File: config.mk
export PLATFORM = sky130hd
export DESIGN_NAME = ncap_host
export DESIGN_NICKNAME = d
export VERILOG_FILES = /design/src/verilog/ncap_fifo.v /design/src/verilog/ncap_host.v
export VERILOG_INCLUDE_DIRS = /design/src /design/src/verilog
export SDC_FILE = /design/constraint.sdc
export NUM_CORES = 1
export LEC_CHECK = 0
export ABC_AREA = 1
export ABC_CLOCK_PERIOD_IN_PS = 6560
export BUFFER_PORTS_ARGS = -buffer_cell sky130_fd_sc_hd__buf_4
export CAP_MARGIN = 10
export CORE_ASPECT_RATIO = 0.9
export CORE_MARGIN = 3
export CORE_UTILIZATION = 41
export CTS_CLUSTER_SIZE = 24
export DETAILED_ROUTE_END_ITERATION = 12
export SETUP_SLACK_MARGIN = 0.1
export SYNTH_ARGS = -nofsm -noshare
export SYNTH_HDL_FRONTEND = slang
export SYNTH_SLANG_ARGS = --single-unit
File: constraint.sdc
create_clock -name clk -period 6.56 [get_ports clk]
set_input_delay 1.312 -clock clk [delete_from_list [all_inputs] [get_ports clk]]
set_output_delay 1.312 -clock clk [all_outputs]
set_load 0.01 [all_outputs]
File: src/verilog/ncap_defines.vh
// Constants for the NAND command/address port host controller.
// Assumes a 100 MHz system clock; included by the controller files.
`ifndef NCAP_DEFINES_VH
`define NCAP_DEFINES_VH

// Command codes
`define NCAP_CMD_READ_SETUP     8'h00
`define NCAP_CMD_READ_CONFIRM   8'h30
`define NCAP_CMD_READ_COPY      8'h35
`define NCAP_CMD_READ_ID        8'h90
`define NCAP_CMD_RESET          8'hff
`define NCAP_CMD_PROG_SETUP     8'h80
`define NCAP_CMD_PROG_EXEC      8'h10
`define NCAP_CMD_COPY_PROG      8'h85
`define NCAP_CMD_ERASE_SETUP    8'h60
`define NCAP_CMD_ERASE_EXEC     8'hd0
`define NCAP_CMD_RAND_IN        8'h85
`define NCAP_CMD_RAND_OUT       8'h05
`define NCAP_CMD_RAND_OUT_CONF  8'he0
`define NCAP_CMD_STATUS         8'h70
`define NCAP_CMD_ECC_STATUS     8'h7a

// Operation selectors on the user port
`define NCAP_OP_W          4
`define NCAP_OP_READ       4'h0
`define NCAP_OP_READ_COPY  4'h1
`define NCAP_OP_READ_ID    4'h2
`define NCAP_OP_RESET      4'h3
`define NCAP_OP_PROGRAM    4'h4
`define NCAP_OP_COPY_PROG  4'h5
`define NCAP_OP_ERASE      4'h6
`define NCAP_OP_RAND_IN    4'h7
`define NCAP_OP_RAND_OUT   4'h8
`define NCAP_OP_STATUS     4'h9
`define NCAP_OP_ECC_STATUS 4'ha

// Address layout
`define NCAP_COL_W      12
`define NCAP_ROW_W      16
`define NCAP_ADDR_W     28
`define NCAP_COL_HI_MSB 11
`define NCAP_COL_HI_LSB 8
`define NCAP_ROW_LO_MSB 19
`define NCAP_ROW_LO_LSB 12
`define NCAP_ROW_HI_MSB 27
`define NCAP_ROW_HI_LSB 20
`define NCAP_NIB_ZERO   4'h0

// Page length, data plus spare
`define NCAP_PAGE_BYTES 13'h0840
`define NCAP_LEN_W      13

// Bus phase timing, ns and cycles at 10 ns; each count is the ns rounded up, access has one extra
`define NCAP_CLK_NS     10
`define NCAP_STROBE_NS  12
`define NCAP_ACCESS_NS  20
`define NCAP_ADL_NS     100
`define NCAP_WHR_NS     60
`define NCAP_WB_NS      100
`define NCAP_CYC_UP(t)  (((t) + `NCAP_CLK_NS - 1) / `NCAP_CLK_NS)
`define NCAP_CNT_W      4
`define NCAP_STROBE_CYC 4'd2
`define NCAP_ACCESS_CYC 4'd3
`define NCAP_ADL_CYC    4'd10
`define NCAP_WHR_CYC    4'd6
`define NCAP_WB_CYC     4'd10
`define NCAP_ONE_CNT    4'd1

// FIFO geometry
`define NCAP_FIFO_W     8
`define NCAP_FIFO_D     8

`endif

File: src/verilog/ncap_fifo.v
// Synchronous FIFO with valid/ready handshakes on both sides.
// Assumes one clock; depth must be a power of two.
`timescale 1ns/1ns
`default_nettype none
module ncap_fifo #(
   parameter WIDTH = 8,
   parameter DEPTH = 8,
   parameter AW    = 3
) (
   // Clock and reset
   input  wire             clk,
   input  wire             arst_n,
   // Fill side
   input  wire [WIDTH-1:0] inData,
   input  wire             inValid,
   output wire             inReady,
   // Drain side
   output wire [WIDTH-1:0] outData,
   output wire             outValid,
   input  wire             outReady
);
   reg [WIDTH-1:0] mem [0:DEPTH-1];
   reg [AW:0]      wrPtr_reg;
   reg [AW:0]      rdPtr_reg;
   reg             inReady_reg;
   wire [AW:0]     wrPtr_next;
   wire [AW:0]     rdPtr_next;
   wire            full;
   wire            empty;
   wire            push;
   wire            pop;

   assign empty    = (wrPtr_reg == rdPtr_reg);
   // Full flag kept in a flop so ready leaves straight from it
   assign full       = !inReady_reg;
   assign inReady    = inReady_reg;
   assign wrPtr_next = wrPtr_reg + {{AW{1'b0}}, push};
   assign rdPtr_next = rdPtr_reg + {{AW{1'b0}}, pop};
   assign outValid = !empty;
   assign outData  = mem[rdPtr_reg[AW-1:0]];
   assign push     = inValid && !full;
   assign pop      = outReady && !empty;

   always @(posedge clk) begin
      if (push) begin
         mem[wrPtr_reg[AW-1:0]] <= inData;
      end
   end

   always @(posedge clk or negedge arst_n) begin
      if (!arst_n) begin
         wrPtr_reg <= {(AW+1){1'b0}};
         rdPtr_reg <= {(AW+1){1'b0}};
         inReady_reg <= 1'b1;
      end else begin
         inReady_reg <= (wrPtr_next[AW-1:0] != rdPtr_next[AW-1:0]) ||
                        (wrPtr_next[AW] == rdPtr_next[AW]);
         if (push) begin
            wrPtr_reg <= wrPtr_reg + 1'b1;
         end
         if (pop) begin
            rdPtr_reg <= rdPtr_reg + 1'b1;
         end
      end
   end
endmodule
`default_nettype wire

File: src/verilog/ncap_host.v
// Host controller for the NAND command/address/data port.
// Assumes inputs synchronous to clk; bus pins resolved outside.
`timescale 1ns/1ns
`default_nettype none
`include "ncap_defines.vh"
module ncap_host (
   // Clock and reset
   input  wire                    clk,
   input  wire                    arst_n,
   // Request port
   input  wire                    reqValid,
   output reg                     reqReady,
   input  wire [`NCAP_OP_W-1:0]   reqOp,
   input  wire [`NCAP_ADDR_W-1:0] reqAddr,
   input  wire [`NCAP_LEN_W-1:0]  reqLen,
   output reg                     doneValid,
   output reg                     opRejected,
   // Write data stream
   input  wire [7:0]              wrData,
   input  wire                    wrValid,
   output wire                    wrReady,
   // Read data stream
   output reg  [7:0]              rdData,
   output reg                     rdValid,
   input  wire                    rdReady,
   // NAND pins
   output reg  [7:0]              ioOut,
   output reg                     ioOe_n,
   input  wire [7:0]              ioIn,
   output reg                     chipSelect_n,
   output reg                     cmdLatch,
   output reg                     addrLatch,
   output reg                     writeStrobe_n,
   output reg                     output_strobe_n,
   output reg                     writeProtect_n,
   input  wire                    readyBusy
);
   localparam [10:0] S_IDLE = 11'h001, S_CMD1 = 11'h002, S_ADDR = 11'h004,
                     S_ADL = 11'h008, S_WDATA = 11'h010, S_CMD2 = 11'h020,
                     S_WB = 11'h040, S_BUSY = 11'h080, S_WHR = 11'h100,
                     S_RDATA = 11'h200, S_DONE = 11'h400;

   reg [10:0]              state_reg;
   reg [`NCAP_OP_W-1:0]    op_reg;
   reg [`NCAP_ADDR_W-1:0]  addr_reg;
   reg [`NCAP_LEN_W-1:0]   left_reg;
   reg [2:0]               addrIdx_reg;
   reg [2:0]               addrEnd_reg;
   reg [`NCAP_CNT_W-1:0]   cnt_reg;
   reg [1:0]               phase_reg;
   reg                     busyDev_reg;
   reg [7:0]               cmd1;
   reg [7:0]               cmd2;
   reg                     hasCmd2;
   reg                     hasData;
   reg                     isRead;
   reg                     needBusy;
   reg [2:0]               aStart;
   reg [2:0]               aEnd;
   reg [7:0]               addrByte;
   wire [7:0]              fifoData;
   wire                    fifoValid;
   reg                     fifoPop;

   ncap_fifo #(
      .WIDTH (`NCAP_FIFO_W),
      .DEPTH (`NCAP_FIFO_D),
      .AW    (3)
   ) u_wfifo (
      .clk      (clk),
      .arst_n   (arst_n),
      .inData   (wrData),
      .inValid  (wrValid),
      .inReady  (wrReady),
      .outData  (fifoData),
      .outValid (fifoValid),
      .outReady (fifoPop)
   );

   // Command decode per operation
   always @* begin
      cmd1 = `NCAP_CMD_STATUS;
      cmd2 = `NCAP_CMD_READ_CONFIRM;
      hasCmd2 = 1'b0;
      hasData = 1'b0;
      isRead = 1'b0;
      needBusy = 1'b0;
      aStart = 3'd0;
      aEnd = 3'd0;
      case (op_reg)
         `NCAP_OP_READ: begin
            cmd1 = `NCAP_CMD_READ_SETUP;
            cmd2 = `NCAP_CMD_READ_CONFIRM;
            hasCmd2 = 1'b1; isRead = 1'b1; needBusy = 1'b1;
            aEnd = 3'd4;
         end
         `NCAP_OP_READ_COPY: begin
            cmd1 = `NCAP_CMD_READ_SETUP;
            cmd2 = `NCAP_CMD_READ_COPY;
            hasCmd2 = 1'b1; needBusy = 1'b1; aEnd = 3'd4;
         end
         `NCAP_OP_PROGRAM: begin
            cmd1 = `NCAP_CMD_PROG_SETUP;
            cmd2 = `NCAP_CMD_PROG_EXEC;
            hasCmd2 = 1'b1; hasData = 1'b1; needBusy = 1'b1;
            aEnd = 3'd4;
         end
         `NCAP_OP_COPY_PROG: begin
            cmd1 = `NCAP_CMD_COPY_PROG;
            cmd2 = `NCAP_CMD_PROG_EXEC;
            hasCmd2 = 1'b1; hasData = 1'b1; needBusy = 1'b1;
            aEnd = 3'd4;
         end
         `NCAP_OP_ERASE: begin
            cmd1 = `NCAP_CMD_ERASE_SETUP;
            cmd2 = `NCAP_CMD_ERASE_EXEC;
            hasCmd2 = 1'b1; needBusy = 1'b1;
            aStart = 3'd2; aEnd = 3'd4;
         end
         `NCAP_OP_RAND_IN: begin
            cmd1 = `NCAP_CMD_RAND_IN;
            hasData = 1'b1; aEnd = 3'd2;
         end
         `NCAP_OP_RAND_OUT: begin
            cmd1 = `NCAP_CMD_RAND_OUT;
            cmd2 = `NCAP_CMD_RAND_OUT_CONF;
            hasCmd2 = 1'b1; isRead = 1'b1; aEnd = 3'd2;
         end
         `NCAP_OP_READ_ID: begin
            cmd1 = `NCAP_CMD_READ_ID;
            isRead = 1'b1; aEnd = 3'd1;
         end
         `NCAP_OP_RESET: begin
            cmd1 = `NCAP_CMD_RESET; needBusy = 1'b1;
         end
         `NCAP_OP_ECC_STATUS: begin
            cmd1 = `NCAP_CMD_ECC_STATUS; isRead = 1'b1;
         end
         default: begin
            cmd1 = `NCAP_CMD_STATUS; isRead = 1'b1;
         end
      endcase
   end

   // Address byte per cycle index
   always @* begin
      case (addrIdx_reg)
         3'd0: addrByte = addr_reg[7:0];
         3'd1: addrByte = {`NCAP_NIB_ZERO,
                           addr_reg[`NCAP_COL_HI_MSB:`NCAP_COL_HI_LSB]};
         3'd2: addrByte = addr_reg[`NCAP_ROW_LO_MSB:`NCAP_ROW_LO_LSB];
         default: addrByte = addr_reg[`NCAP_ROW_HI_MSB:`NCAP_ROW_HI_LSB];
      endcase
   end

   // Write phase: strobe low for STROBE_CYC, then high for STROBE_CYC
   wire phaseEnd = (cnt_reg == `NCAP_ONE_CNT);
   wire legalBusy = (reqOp == `NCAP_OP_RESET) || (reqOp == `NCAP_OP_STATUS);
   wire knownOp = (reqOp <= `NCAP_OP_ECC_STATUS);

   always @* begin
      fifoPop = (state_reg == S_WDATA) && (phase_reg == 2'd1) && phaseEnd;
   end

   always @(posedge clk or negedge arst_n) begin
      if (!arst_n) begin
         state_reg       <= S_IDLE;
         op_reg          <= `NCAP_OP_STATUS;
         addr_reg        <= {`NCAP_ADDR_W{1'b0}};
         left_reg        <= {`NCAP_LEN_W{1'b0}};
         addrIdx_reg     <= 3'd0;
         addrEnd_reg     <= 3'd0;
         cnt_reg         <= `NCAP_ONE_CNT;
         phase_reg       <= 2'd0;
         busyDev_reg     <= 1'b0;
         reqReady        <= 1'b0;
         doneValid       <= 1'b0;
         opRejected      <= 1'b0;
         rdData          <= 8'h00;
         rdValid         <= 1'b0;
         ioOut           <= 8'h00;
         ioOe_n          <= 1'b1;
         chipSelect_n    <= 1'b1;
         cmdLatch        <= 1'b0;
         addrLatch       <= 1'b0;
         writeStrobe_n   <= 1'b1;
         output_strobe_n <= 1'b1;
         writeProtect_n  <= 1'b0;
      end else begin
         doneValid      <= 1'b0;
         opRejected     <= 1'b0;
         writeProtect_n <= 1'b1;
         if (rdValid && rdReady) begin
            rdValid <= 1'b0;
         end
         if (cnt_reg != `NCAP_ONE_CNT) begin
            cnt_reg <= cnt_reg - 1'b1;
         end
         case (state_reg)
            S_IDLE: begin
               reqReady <= 1'b1;
               ioOe_n   <= 1'b1;
               if (reqValid && reqReady) begin
                  reqReady <= 1'b0;
                  if (!knownOp || (busyDev_reg && !legalBusy)) begin
                     opRejected <= 1'b1;
                  end else begin
                     op_reg       <= reqOp;
                     addr_reg     <= reqAddr;
                     left_reg     <= reqLen;
                     chipSelect_n <= 1'b0;
                     phase_reg    <= 2'd0;
                     cnt_reg      <= `NCAP_STROBE_CYC;
                     state_reg    <= S_CMD1;
                  end
               end
            end
            S_CMD1, S_ADDR, S_WDATA, S_CMD2: begin
               if (phase_reg == 2'd0) begin
                  ioOe_n        <= 1'b0;
                  writeStrobe_n <= (state_reg == S_WDATA) && !fifoValid;
                  cmdLatch      <= (state_reg == S_CMD1) || (state_reg == S_CMD2);
                  addrLatch     <= (state_reg == S_ADDR);
                  if (state_reg == S_CMD1) begin
                     ioOut <= cmd1;
                  end else if (state_reg == S_CMD2) begin
                     ioOut <= cmd2;
                  end else if (state_reg == S_ADDR) begin
                     ioOut <= addrByte;
                  end else begin
                     ioOut <= fifoData;
                  end
                  if (state_reg != S_WDATA || fifoValid) begin
                     phase_reg <= 2'd2;
                     cnt_reg   <= `NCAP_STROBE_CYC;
                  end
               end else if (phase_reg == 2'd2) begin
                  if (phaseEnd) begin
                     writeStrobe_n <= 1'b1;
                     phase_reg     <= 2'd1;
                     cnt_reg       <= `NCAP_STROBE_CYC;
                  end
               end else if (phaseEnd) begin
                  cmdLatch  <= 1'b0;
                  addrLatch <= 1'b0;
                  phase_reg <= 2'd0;
                  cnt_reg   <= `NCAP_STROBE_CYC;
                  if (state_reg == S_CMD1) begin
                     if (busyDev_reg && op_reg == `NCAP_OP_STATUS) begin
                        cnt_reg   <= `NCAP_WHR_CYC;
                        state_reg <= S_WHR;
                     end else if (aEnd != aStart) begin
                        addrIdx_reg <= aStart;
                        addrEnd_reg <= aEnd;
                        state_reg   <= S_ADDR;
                     end else if (needBusy) begin
                        cnt_reg   <= `NCAP_WB_CYC;
                        state_reg <= S_WB;
                     end else begin
                        cnt_reg   <= `NCAP_WHR_CYC;
                        state_reg <= S_WHR;
                     end
                  end else if (state_reg == S_ADDR) begin
                     addrIdx_reg <= addrIdx_reg + 1'b1;
                     if (addrIdx_reg + 1'b1 == addrEnd_reg) begin
                        if (hasData) begin
                           cnt_reg   <= `NCAP_ADL_CYC;
                           state_reg <= S_ADL;
                        end else if (hasCmd2) begin
                           state_reg <= S_CMD2;
                        end else begin
                           cnt_reg   <= `NCAP_WHR_CYC;
                           state_reg <= S_WHR;
                        end
                     end
                  end else if (state_reg == S_WDATA) begin
                     left_reg <= left_reg - 1'b1;
                     if (left_reg == `NCAP_ONE_CNT || left_reg == 0) begin
                        state_reg <= hasCmd2 ? S_CMD2 : S_DONE;
                     end
                  end else if (needBusy) begin
                     cnt_reg   <= `NCAP_WB_CYC;
                     state_reg <= S_WB;
                  end else begin
                     cnt_reg   <= `NCAP_WHR_CYC;
                     state_reg <= S_WHR;
                  end
               end
            end
            S_ADL: begin
               ioOe_n <= 1'b1;
               if (phaseEnd) begin
                  state_reg <= (left_reg == 0) ? S_CMD2 : S_WDATA;
               end
            end
            S_WB: begin
               ioOe_n <= 1'b1;
               if (phaseEnd) begin
                  busyDev_reg <= 1'b1;
                  state_reg   <= S_BUSY;
               end
            end
            S_BUSY: begin
               chipSelect_n <= 1'b1;
               if (readyBusy) begin
                  busyDev_reg <= 1'b0;
                  if (isRead) begin
                     chipSelect_n <= 1'b0;
                     cnt_reg      <= `NCAP_WHR_CYC;
                     state_reg    <= S_WHR;
                  end else begin
                     state_reg <= S_DONE;
                  end
               end
            end
            S_WHR: begin
               ioOe_n <= 1'b1;
               phase_reg <= 2'd0;
               if (phaseEnd) begin
                  if (op_reg == `NCAP_OP_READ_ID || op_reg == `NCAP_OP_STATUS ||
                      op_reg == `NCAP_OP_ECC_STATUS) begin
                     left_reg  <= (left_reg == 0) ? `NCAP_LEN_W'd1 : left_reg;
                     state_reg <= S_RDATA;
                  end else begin
                     state_reg <= (left_reg == 0) ? S_DONE : S_RDATA;
                  end
               end
            end
            S_RDATA: begin
               if (phase_reg == 2'd0) begin
                  if (!rdValid || rdReady) begin
                     output_strobe_n <= 1'b0;
                     phase_reg       <= 2'd2;
                     cnt_reg         <= `NCAP_ACCESS_CYC;
                  end
               end else if (phase_reg == 2'd2) begin
                  if (phaseEnd) begin
                     rdData          <= ioIn;
                     rdValid         <= 1'b1;
                     output_strobe_n <= 1'b1;
                     left_reg        <= left_reg - 1'b1;
                     phase_reg       <= 2'd1;
                     cnt_reg         <= `NCAP_STROBE_CYC;
                  end
               end else if (phaseEnd) begin
                  phase_reg <= 2'd0;
                  if (left_reg == 0) begin
                     state_reg <= S_DONE;
                  end
               end
            end
            default: begin
               ioOe_n       <= 1'b1;
               chipSelect_n <= 1'b1;
               doneValid    <= 1'b1;
               state_reg    <= S_IDLE;
            end
         endcase
      end
   end
endmodule
`default_nettype wire
==> results of run 1 <==
-- synth_stat cells, drive strengths merged --
cell type  count
or2            2
buf           12
dfstp          9
nand3b        15
a21boi         1
clkbuf        18
o21bai         3
nor3b          1
clkinv         1
o31ai          4
edfxtp        64
nor4           1
nor2         142
o211ai         8
a21oi         31
a41oi          1
nand2        293
o22ai          7
xnor2          6
ha            15
xor2          21
a31oi          2
a32oi          1
mux2          25
o21ai         57
conb           1
a22oi          1
o2111ai        3
nor3          15
nand4         13
inv          108
nand3         76
dfrtp         96
-- critical path, cell delays in order, from the launching register on --
cell and delay (ns):
dfstp_2 0.53, ha_1 0.13, nand3_1 0.53, nor2_1 0.35
inv_1 0.17, nor4_1 0.41, ha_1 0.25, ha_1 0.24
xor2_1 0.16, nor3_1 0.18, nand3_1 0.09
-- metal layers --
layer / part of all wire [%] / GRT usage [%] / vias to the layer above
met5: 0 / 0 / -
met4: 0.70 / 3.881 / 0
met3: 6.0 / 4.483 / 10
met2: 44 / 29.18 / 206
met1: 50 / 31.60 / 3455
li1: - / - / 3626
-- logic make-up (layout without fill, tap and decap cells) --
family	after synthesis	count (layout)
AND/OR/NAND/NOR	558	558
flip-flops	169	169
buffers and inverters	139	238
AO/OA/AOI/OAI	119	119
XOR/XNOR	27	27
multiplexers	25	25
adder cells (fa/ha/maj)	15	15
other	1	1
-- worst max-delay path by stage --
| stage | from | end | slack (ns) | depth (start not counted) |
|---|---|---|---|---|
| 2_1_floorplan | reqOp[2] | state_reg[1] | 4.01 | 10 |
| 3_3_place_gp | reqOp[2] | addr_reg[2] | 3.28 | 8 |
| 3_5_place_dp | reqOp[2] | addr_reg[27] | 3.27 | 8 |
| 4_1_cts | cnt_reg[0] | u_wfifo.inReady | 3.50 | 10 |
| 5_1_grt | cnt_reg[0] | u_wfifo.inReady | 3.22 | 10 |
| 6_report | cnt_reg[0] | u_wfifo.inReady | 3.44 | 10 |
-- report_power, final --
group	leakage [uW]	internal (uW)	total [uW]	switching, uW
Combinational	0.00276	447	1200	751
Clock	0.000306	555	1050	493
Sequential	0.00183	1390	1570	178
Total	0.00490	2390	3820	1420
-- metrics by stage --
| step | cells | hold slack, ns | util, % | worst slack, ns | instance area [um^2] |
|---|---|---|---|---|---|
| detailed placement | 1406 | 0.4603 | 46.94 | 3.265 | 9955 |
| global route | 1438 | 0.5006 | 49.87 | 3.224 | 10580 |
| floorplan | 1053 | 0.4604 | - | 4.012 | 9040 |
| finish | 1438 | 0.4722 | 49.87 | 3.436 | 10580 |
| CTS | 1438 | 0.4782 | 49.87 | 3.503 | 10580 |
| global placement | 1406 | 0.4572 | 46.94 | 3.276 | 9955 |
-- layout make-up --
| class | count | area (um^2) | share of cell area [%] |
|---|---|---|---|
| sequential | 169 | 4561 | 43.12 |
| inverter | 109 | 409.1 | 3.868 |
| clock buffer | 17 | 425.4 | 4.022 |
| timing repair buffer | 97 | 728.2 | 6.885 |
| multi-input combinational | 745 | 3899 | 36.86 |
| clock inverter | 15 | 196.4 | 1.857 |
| tap | 286 | 357.8 | 3.383 |
==> flow_metrics.tcl, run 1 <==
set metrics [dict create \
    wirelength_mm 23.54 \
    cp-start-kind "flop" \
    ys_types 47 \
    die_h_um 146.9 \
    synth_top_family_by_area "simple AND/OR/NAND/NOR gates" \
    drive_gt1_share_pct 18.32 \
    cts_tree "done" \
    endpoint_kind "flop" \
    hold_end "rdData[6]" \
    yosysWarningCount 0 \
    drv_cap 0 \
    layout_commonest_cell "nand2_1" \
    period_needed_ns 3.124 \
    clkTransAtPathRegs_ns 0.07 \
    rsz0062_at_grt "false" \
    syn_inst 1053 \
    clock_latency_ns 0.44 \
    synth_compound_area_share_pct 7.474 \
    io_pins 95 \
    viasPerCell 5.074 \
    finalNetCount 1221 \
    syn_nets 1135 \
    port_buffers 94 \
    min_path_type "reg -> reg" \
    max_slew_margin_pct 25.44 \
    synthSimpleGateAreaFrac_pct 27.81 \
    yosysTopAreaCell "dfrtp_1" \
    ys_ff_latch 169 \
    finalSetupViolations 0 \
    cts_resized 0 \
    drt_iter0_drc 582 \
    hold_violations 0 \
    fmax_ghz 0.3201 \
    cts_setup_buffers 0 \
    yosys.area_share.adder_pct 2.076 \
    cp.required_ns 6.91 \
    regToRegStartpoint "cnt_reg[0]" \
    die_w_um 162.5 \
    min_period_over_period_pct 47.62 \
    cts_root_buffer "clkbuf_16" \
    cts_buffers 17 \
    synth.cell_area_mm2 0.009040 \
    largest_reg_flops 64 \
    grt_max_degree 66 \
    layout_common_cells "nand2_1 (276), nor2_1 (122), inv_1 (102)" \
    vias 7297 \
    avgSynthCellArea_um2 8.585 \
    finalClockSkew_ns 0.01188 \
    critPathKind "reg -> reg" \
    routedWlPerCell_um 16.37 \
    grt_pass1_wl_mm 38.55 \
    min-delay-start "rdData[6]" \
    ir_worst_vdd_mv 0.1852 \
    worstMarginPinSlew_ns 1.117 \
    total_leakage_power_uw 0.004900 \
    drtPass1Iterations 5 \
    grt_pass1_vias 6995 \
    fill_cells 2025 \
    setup_tns_ns 0 \
    start_util_pct 42.63 \
    synth.top_cells.by_area "dfrtp_1 (27%), edfxtp_1 (21%), nand2_1 (11%)" \
    reg2regPathDepth 10 \
    final_antenna_net_count 0 \
    grtUsageTotal_pct 20.33 \
    power-per-cell-area_mw_per_mm2 360.8 \
    synth_xor_area_share_pct 2.616 \
    rows 50 \
    yosysSeqAreaShare_pct 50.45 \
    min_path_cells 2 \
    grt-ovfl-total 0 \
    htreeDepth 4 \
    area_delta_synth_final_pct 17.00 \
    gp_congestion 0.8714 \
    synthMuxAreaShare_pct 3.114 \
    grt_antenna_before_repair 0 \
    drc_errors 0 \
    total_power_uw 3816 \
    diodes 0 \
    die_area_mm2 0.02387 \
    dp_hpwl_mm 16.67 \
    ctsHoldBuffers 0 \
    path_max_fanout 15 \
    status "finished, final reports clean" \
    netlist.area_leader.share_pct 26.57 \
    rr_endpoint "u_wfifo.inReady" \
    arrival_ns 3.48 \
    cts_num_sinks 169 \
    cts_buffer_depth 2 \
    drv_slew 0 \
    fp.coreArea_mm2 0.02121 \
    r2r_slack_ns 3.44 \
]
(Power assumes the default switching activity.)
==> run 2, diff against run 1 <==
--- a/config.mk
+++ b/config.mk
@@ -7,7 +7,7 @@
 export NUM_CORES = 1
 export LEC_CHECK = 0
 export ABC_AREA = 1
-export ABC_CLOCK_PERIOD_IN_PS = 6560
+export ABC_CLOCK_PERIOD_IN_PS = 2900
 export BUFFER_PORTS_ARGS = -buffer_cell sky130_fd_sc_hd__buf_4
 export CAP_MARGIN = 10
 export CORE_ASPECT_RATIO = 0.9
==> constraint.sdc (replaced) <==
create_clock -name clk -period 2.9 [get_ports clk]
set_input_delay 0.58 -clock clk [delete_from_list [all_inputs] [get_ports clk]]
set_output_delay 0.58 -clock clk [all_outputs]
set_load 0.01 [all_outputs]
==> run 2 against run 1 <==
Register-to-register slack worse by 3.0 ns. Clock skew up 0.011 ns. Worst hold slack worse by 0.39 ns. Routed wire length up 0.40%. Count of clock-buffer cells in the layout up 1. Critical path depth up 1. Cell count up 1.5%. Total power up 120%. Largest cell class unchanged.
==> flow_metrics.tcl, run 2 (synthesis gave the netlist of run 1 again) <==
set metrics [dict create \
    min_period_over_period_pct 83.46 \
    diodes 0 \
    die_w_um 162.5 \
    path_max_fanout 6 \
    stdcell_count 1460 \
    clkTransAtPathRegs_ns 0.07 \
    cts_tree "done" \
    whs_ns 0.08542 \
    dp_hpwl_mm 17.14 \
    setup_tns_ns 0 \
    layout_common_cells "nand2_1 (276), nor2_1 (122), buf_4 (118)" \
    dpl_worst_slack_ns 0.3659 \
    vias 7496 \
    drive_gt1_share_pct 19.68 \
    cpPeakStageDelay_ns 0.41 \
    fill_cells 2028 \
    fmax_ghz 0.4132 \
    seqCellArea_mm2 0.004561 \
    cts_num_sinks 169 \
    drv_slew 0 \
    grt_max_degree 57 \
    fin_ws_ns 0.4798 \
    gp_congestion 0.9260 \
    fp.coreArea_mm2 0.02121 \
    wirelength_mm 23.63 \
    hold_violations 0 \
    htreeDepth 4 \
    layout_commonest_cell "nand2_1" \
    power-per-cell-area_mw_per_mm2 800.9 \
    finalSetupViolations 0 \
    rows 50 \
    cp-start-kind "flop" \
    routedWlPerCell_um 16.18 \
    area_delta_synth_final_pct 18.35 \
    dp_cells 1428 \
    max_slew_margin_pct 56.43 \
    cts_buffer_depth 2 \
    grt_pass1_vias 7002 \
    total_leakage_power_uw 0.004981 \
    critPathKind "reg -> reg" \
    path_cells "nor2_4 > nand2_2 > nor2_2 > nand2_2 > nor4_2 > ha_1 > ha_1 > xor2_1 > xnor2_1 > nor3_1 > nand3_1" \
    cp_top_family "simple AND/OR/NAND/NOR gates" \
    ctsHoldBuffers 0 \
    status "finished, final reports clean" \
    grt_antenna_before_repair 0 \
    io_pins 95 \
    rsz0062_at_grt "false" \
    cts_setup_buffers 0 \
    viasPerCell 5.134 \
    multi_input_area_mm2 0.003905 \
    grtUsageTotal_pct 19.94 \
    drv_cap 0 \
    clock_latency_ns 0.44 \
    cts_root_buffer "clkbuf_16" \
    cts_buffers 17 \
    grt-ovfl-total 0 \
    reg2regPathDepth 11 \
    largest_reg_flops 64 \
    drc_errors 0 \
    final_antenna_net_count 0 \
    port_buffers 94 \
    grt_pass1_wl_mm 37.80 \
    die_area_mm2 0.02387 \
    ir_worst_vdd_mv 0.4069 \
    crit_buf_inv 0 \
    worstMarginPinSlew_ns 0.6528 \
    slowest_stage "dfrtp_1" \
    min_path_type "in -> async" \
    finalNetCount 1243 \
    finalClockSkew_ns 0.02294 \
    endpoint_kind "flop" \
    arrival_ns 2.76 \
    drtPass1Iterations 5 \
    period_needed_ns 2.420 \
    cts_resized 0 \
    drt_iter0_drc 664 \
    start_util_pct 42.63 \
    cp.required_ns 3.24 \
    crit_cells 11 \
    die_h_um 146.9 \
]
## run 2: changes by cell type in the layout (fill, tap and decap cells not counted), moves of 2 or more
cell	change
clkinv_8	-3
buf_4	+21
inv_6	+3
inv_8	-2
clkinv_1	+2
## run 2: path summary, 6_finish.rpt
check                                   from         endpoint  slack (ns)
worst max-delay path            state_reg[8]  u_wfifo.inReady        0.48
worst min-delay path                  arst_n     state_reg[2]        0.09
worst max register to register  state_reg[8]  u_wfifo.inReady        0.48
worst min register to register     rdData[4]        rdData[4]        0.47
max in group asynchronous             arst_n    writeStrobe_n        2.10
min in group clk                     ioIn[4]        rdData[4]        0.35
## run 2: final cells by class
| class | count | share of cell area [%] |
|---|---|---|
| clock buffers | 18 | 4.011 |
| clock inverters | 14 | 1.228 |
| inverters | 109 | 3.824 |
| multi-input cells | 745 | 36.50 |
| flip-flops and latches | 169 | 42.63 |
| well taps | 286 | 3.345 |
| repair buffers | 119 | 8.467 |
## run 2: metal layers
metal / track usage (%) / part of all wire, %
met1: 29.91 / 49
met2: 29.52 / 44
met3: 4.680 / 6.3
met4: 4.179 / 1.3
met5: 0 / 0
## run 2: power by group
| part | total (uW) | internal (uW) | switching, uW |
|---|---|---|---|
| sequential | 3550 | 3150 | 404 |
| combinational | 2830 | 1090 | 1740 |
| clock | 2190 | 1140 | 1050 |
## run 2: through the flow
step | instance area (um^2) | util (%) | total power (uW)
after floorplan | 9040 | - | 5428
after global placement | 10130 | 47.78 | 6373
after detailed placement | 10130 | 47.78 | 6410
after CTS | 10690 | 50.42 | 8611
after global routing | 10700 | 50.45 | 9143
final | 10700 | 50.45 | 8569
==> run 3, diff against run 2 <==
--- a/config.mk
+++ b/config.mk
@@ -6,8 +6,8 @@
 export SDC_FILE = /design/constraint.sdc
 export NUM_CORES = 1
 export LEC_CHECK = 0
-export ABC_AREA = 1
-export ABC_CLOCK_PERIOD_IN_PS = 2900
+export ABC_AREA = 0
+export ABC_CLOCK_PERIOD_IN_PS = 2300
 export BUFFER_PORTS_ARGS = -buffer_cell sky130_fd_sc_hd__buf_4
 export CAP_MARGIN = 10
 export CORE_ASPECT_RATIO = 0.9
==> constraint.sdc (replaced) <==
create_clock -name clk -period 2.3 [get_ports clk]
set_input_delay 0.46 -clock clk [delete_from_list [all_inputs] [get_ports clk]]
set_output_delay 0.46 -clock clk [all_outputs]
set_load 0.01 [all_outputs]
==> run 3 against run 2 <==
The flow now finishes with violations (negative setup slack). Clock power rose by 34%. Clock skew decreased by 0.015 ns. Routed wire length increased by 7.6%. Synthesized cell count is 23% lower. Sequential share of layout area is 6.7 points lower. Worst hold slack got worse by 0.048 ns. Cell count is 6.2% lower. Combinational power is 99% higher. Setup slack worse by 0.61 ns. Count of clock-buffer cells in the layout shrank 1. Maximum frequency decreased by 0.55%. Non-clock buffer count grew 167. Critical endpoint is now left_reg[2]. Largest cell class is now multi-input combinational cells.
==> flow_metrics.tcl, run 3 <==
set metrics [dict create \
    netlist.area_leader.share_pct 27.36 \
    cts_buffer_depth 2 \
    path_max_fanout 13 \
    yosysTopAreaCell "dfrtp_1" \
    gp_congestion 0.9695 \
    cts_root_buffer "clkbuf_16" \
    fmax_ghz 0.4109 \
    finalClockSkew_ns 0.008440 \
    synth.cell_area_mm2 0.008781 \
    wl_met1_mm 11.47 \
    finalSetupViolations 35 \
    cp.required_ns 2.66 \
    syn_nets 892 \
    largest_reg_flops 64 \
    total_leakage_power_uw 0.005437 \
    rsz0062_at_grt "true" \
    fp.coreArea_mm2 0.02090 \
    htreeDepth 4 \
    min_period_over_period_pct 105.8 \
    die_area_mm2 0.02321 \
    drv_cap 0 \
    ys_top_cells_by_count "nand2_1 (128), dfrtp_1 (96), edfxtp_1 (64)" \
    grt-ovfl-total 0 \
    diodes 0 \
    fill_cells 1713 \
    worstMarginPinSlew_ns 0.6414 \
    cts_tree "done" \
    period_needed_ns 2.434 \
    rows 50 \
    finalNetCount 1153 \
    synthFlopType "dfrtp_1" \
    ys_ff_latch 169 \
    hold_violations 0 \
    area_delta_synth_final_pct 45.01 \
    io_pins 95 \
    cts_num_sinks 169 \
    dp_hpwl_mm 17.04 \
    routedWlPerCell_um 18.56 \
    die_w_um 160.3 \
    die_h_um 144.8 \
    critPathKind "reg -> reg" \
    vias 7476 \
    avgSynthCellArea_um2 10.84 \
    min_path_type "in -> async" \
    grtUsageTotal_pct 21.38 \
    wl_met2_mm 12.01 \
    drtPass1Iterations 6 \
    drive_gt1_share_pct 50.46 \
    setup_tns_ns -2.070 \
    violations "negative setup slack" \
    yosysSeqAreaShare_pct 51.94 \
    status "finished, violations left" \
    port_buffers 94 \
    cp-start-kind "flop" \
    grt_max_degree 106 \
    grt_pass1_vias 7188 \
    drv_slew 0 \
    top_layer "met4" \
    synth.most_common_cell "nand2_1" \
    power-per-cell-area_mw_per_mm2 1022 \
    arrival_ns 2.79 \
    yosysWarningCount 0 \
    synth.top_cells.by_area "dfrtp_1 (27%), edfxtp_1 (22%), nand2_1 (5.5%)" \
    layout_common_cells "buf_4 (253), dfrtp_1 (89), nand2_1 (87)" \
    ys_types 78 \
    max_slew_margin_pct 57.24 \
    wirelength_mm 25.43 \
    endpoint_kind "flop" \
    final_antenna_net_count 0 \
    grt_pass1_wl_mm 39.00 \
    synthArstFlopShare_pct 62.13 \
    clkTransAtPathRegs_ns 0.08 \
    start_util_pct 42.02 \
    clock_latency_ns 0.44 \
    drt_iter0_drc 631 \
    cts_buffers 17 \
    viasPerCell 5.457 \
    drc_errors 0 \
    syn_inst 810 \
    layout_commonest_cell "buf_4" \
    fin_ws_ns -0.1337 \
    wl_met3_mm 1.448 \
    ir_worst_vdd_mv 0.5082 \
    dpl_worst_slack_ns -0.1953 \
    grt_antenna_before_repair 0 \
    synth_edf_count 64 \
]
run 3: changes by cell type after synthesis, sizes merged, moves of 12 or more:
cell	delta
nand3b	-13
a211oi	+12
nor2	-77
nor4	+16
a21oi	+13
nand2b	+13
o21ai	-27
nand2	-164
mux4	+16
nor3	+16
inv	-93
nand3	-62
run 3: path summary, 6_finish.rpt:
kind                                   endpoint  slack, ns          from  depth (start not counted)
max in group asynchronous          state_reg[3]       1.73        arst_n                          2
hold reg to reg                    addr_reg[17]       0.47  addr_reg[17]                          2
setup reg to reg                    left_reg[2]      -0.13    cnt_reg[0]                         10
min in group clk                    addr_reg[3]       0.21    reqAddr[3]                          3
setup / recovery                    left_reg[2]      -0.13    cnt_reg[0]                         10
hold / removal             u_wfifo.rdPtr_reg[0]       0.04        arst_n                          2
run 3: logic make-up after synthesis:
group / synth area share (%)
adder cells (fa/ha/maj): 2.137
flip-flops: 51.94
AND/OR/NAND/NOR: 20.16
XOR/XNOR: 2.693
buffers and inverters: 3.006
multiplexers: 7.866
other: 0.04271
AO/OA/AOI/OAI: 12.15
run 3: power breakdown:
group	leakage [uW]	internal [uW]	switching (uW)
clock network	0.000294	1480	1450
registers	0.00188	3970	486
logic	0.00327	2610	3010
total	0.00544	8060	4940
run 3: what timing repair did:
item	4_1_cts	5_1_grt
endpoints found under the setup margin	60	88
hold endpoints to repair	0	0
cloned	2	3
pin swaps	33	52
hold buffers	0	0
setup buffers	16	9
gates resized for setup	78	128
run 3: per-layer routing:
metal  vias to the layer above  GRT usage, %
met5                         -             0
li1                       3520             -
met1                      3668         30.42
met2                       240         32.89
met4                         0         7.489
met3                        48         4.354
run 3: per-stage QoR:
stage / power (uW) / instances / hold WS (ns) / cell area (um^2) / util [%]
6_report: 13010 / 1370 / 0.03710 / 12730 / 60.94
5_1_grt: 13740 / 1370 / 0.1293 / 12730 / 60.94
4_1_cts: 12610 / 1358 / 0.1236 / 12120 / 58.01
3_5_place_dp: 9324 / 1308 / 0.4572 / 11040 / 52.83
3_3_place_gp: 9296 / 1308 / 0.4509 / 11040 / 52.83
2_1_floorplan: 7197 / 810 / 0.1644 / 8905 / -
run 3: area by class of cell:
cell class	instances	area (um^2)	area share [%]
Timing Repair Buffer	286	2369	18.60
Clock inverter	15	187.7	1.474
Sequential cell	169	4569	35.88
Inverter	15	56.30	0.4422
Clock buffer	17	425.4	3.341
Tap cell	286	357.8	2.810
Multi-Input combinational cell	582	4768	37.45
run 3: worst max-delay path, stage by stage, from the launching register on:
cell and delay (ns):
dfstp_2 0.56, ha_4 0.13, nor3b_4 0.19, buf_4 0.24, inv_2 0.06, o21ai_1 0.16, a211o_1 0.16, nand3b_1 0.09
or4_4 0.44, buf_12 0.17, a211oi_2 0.17
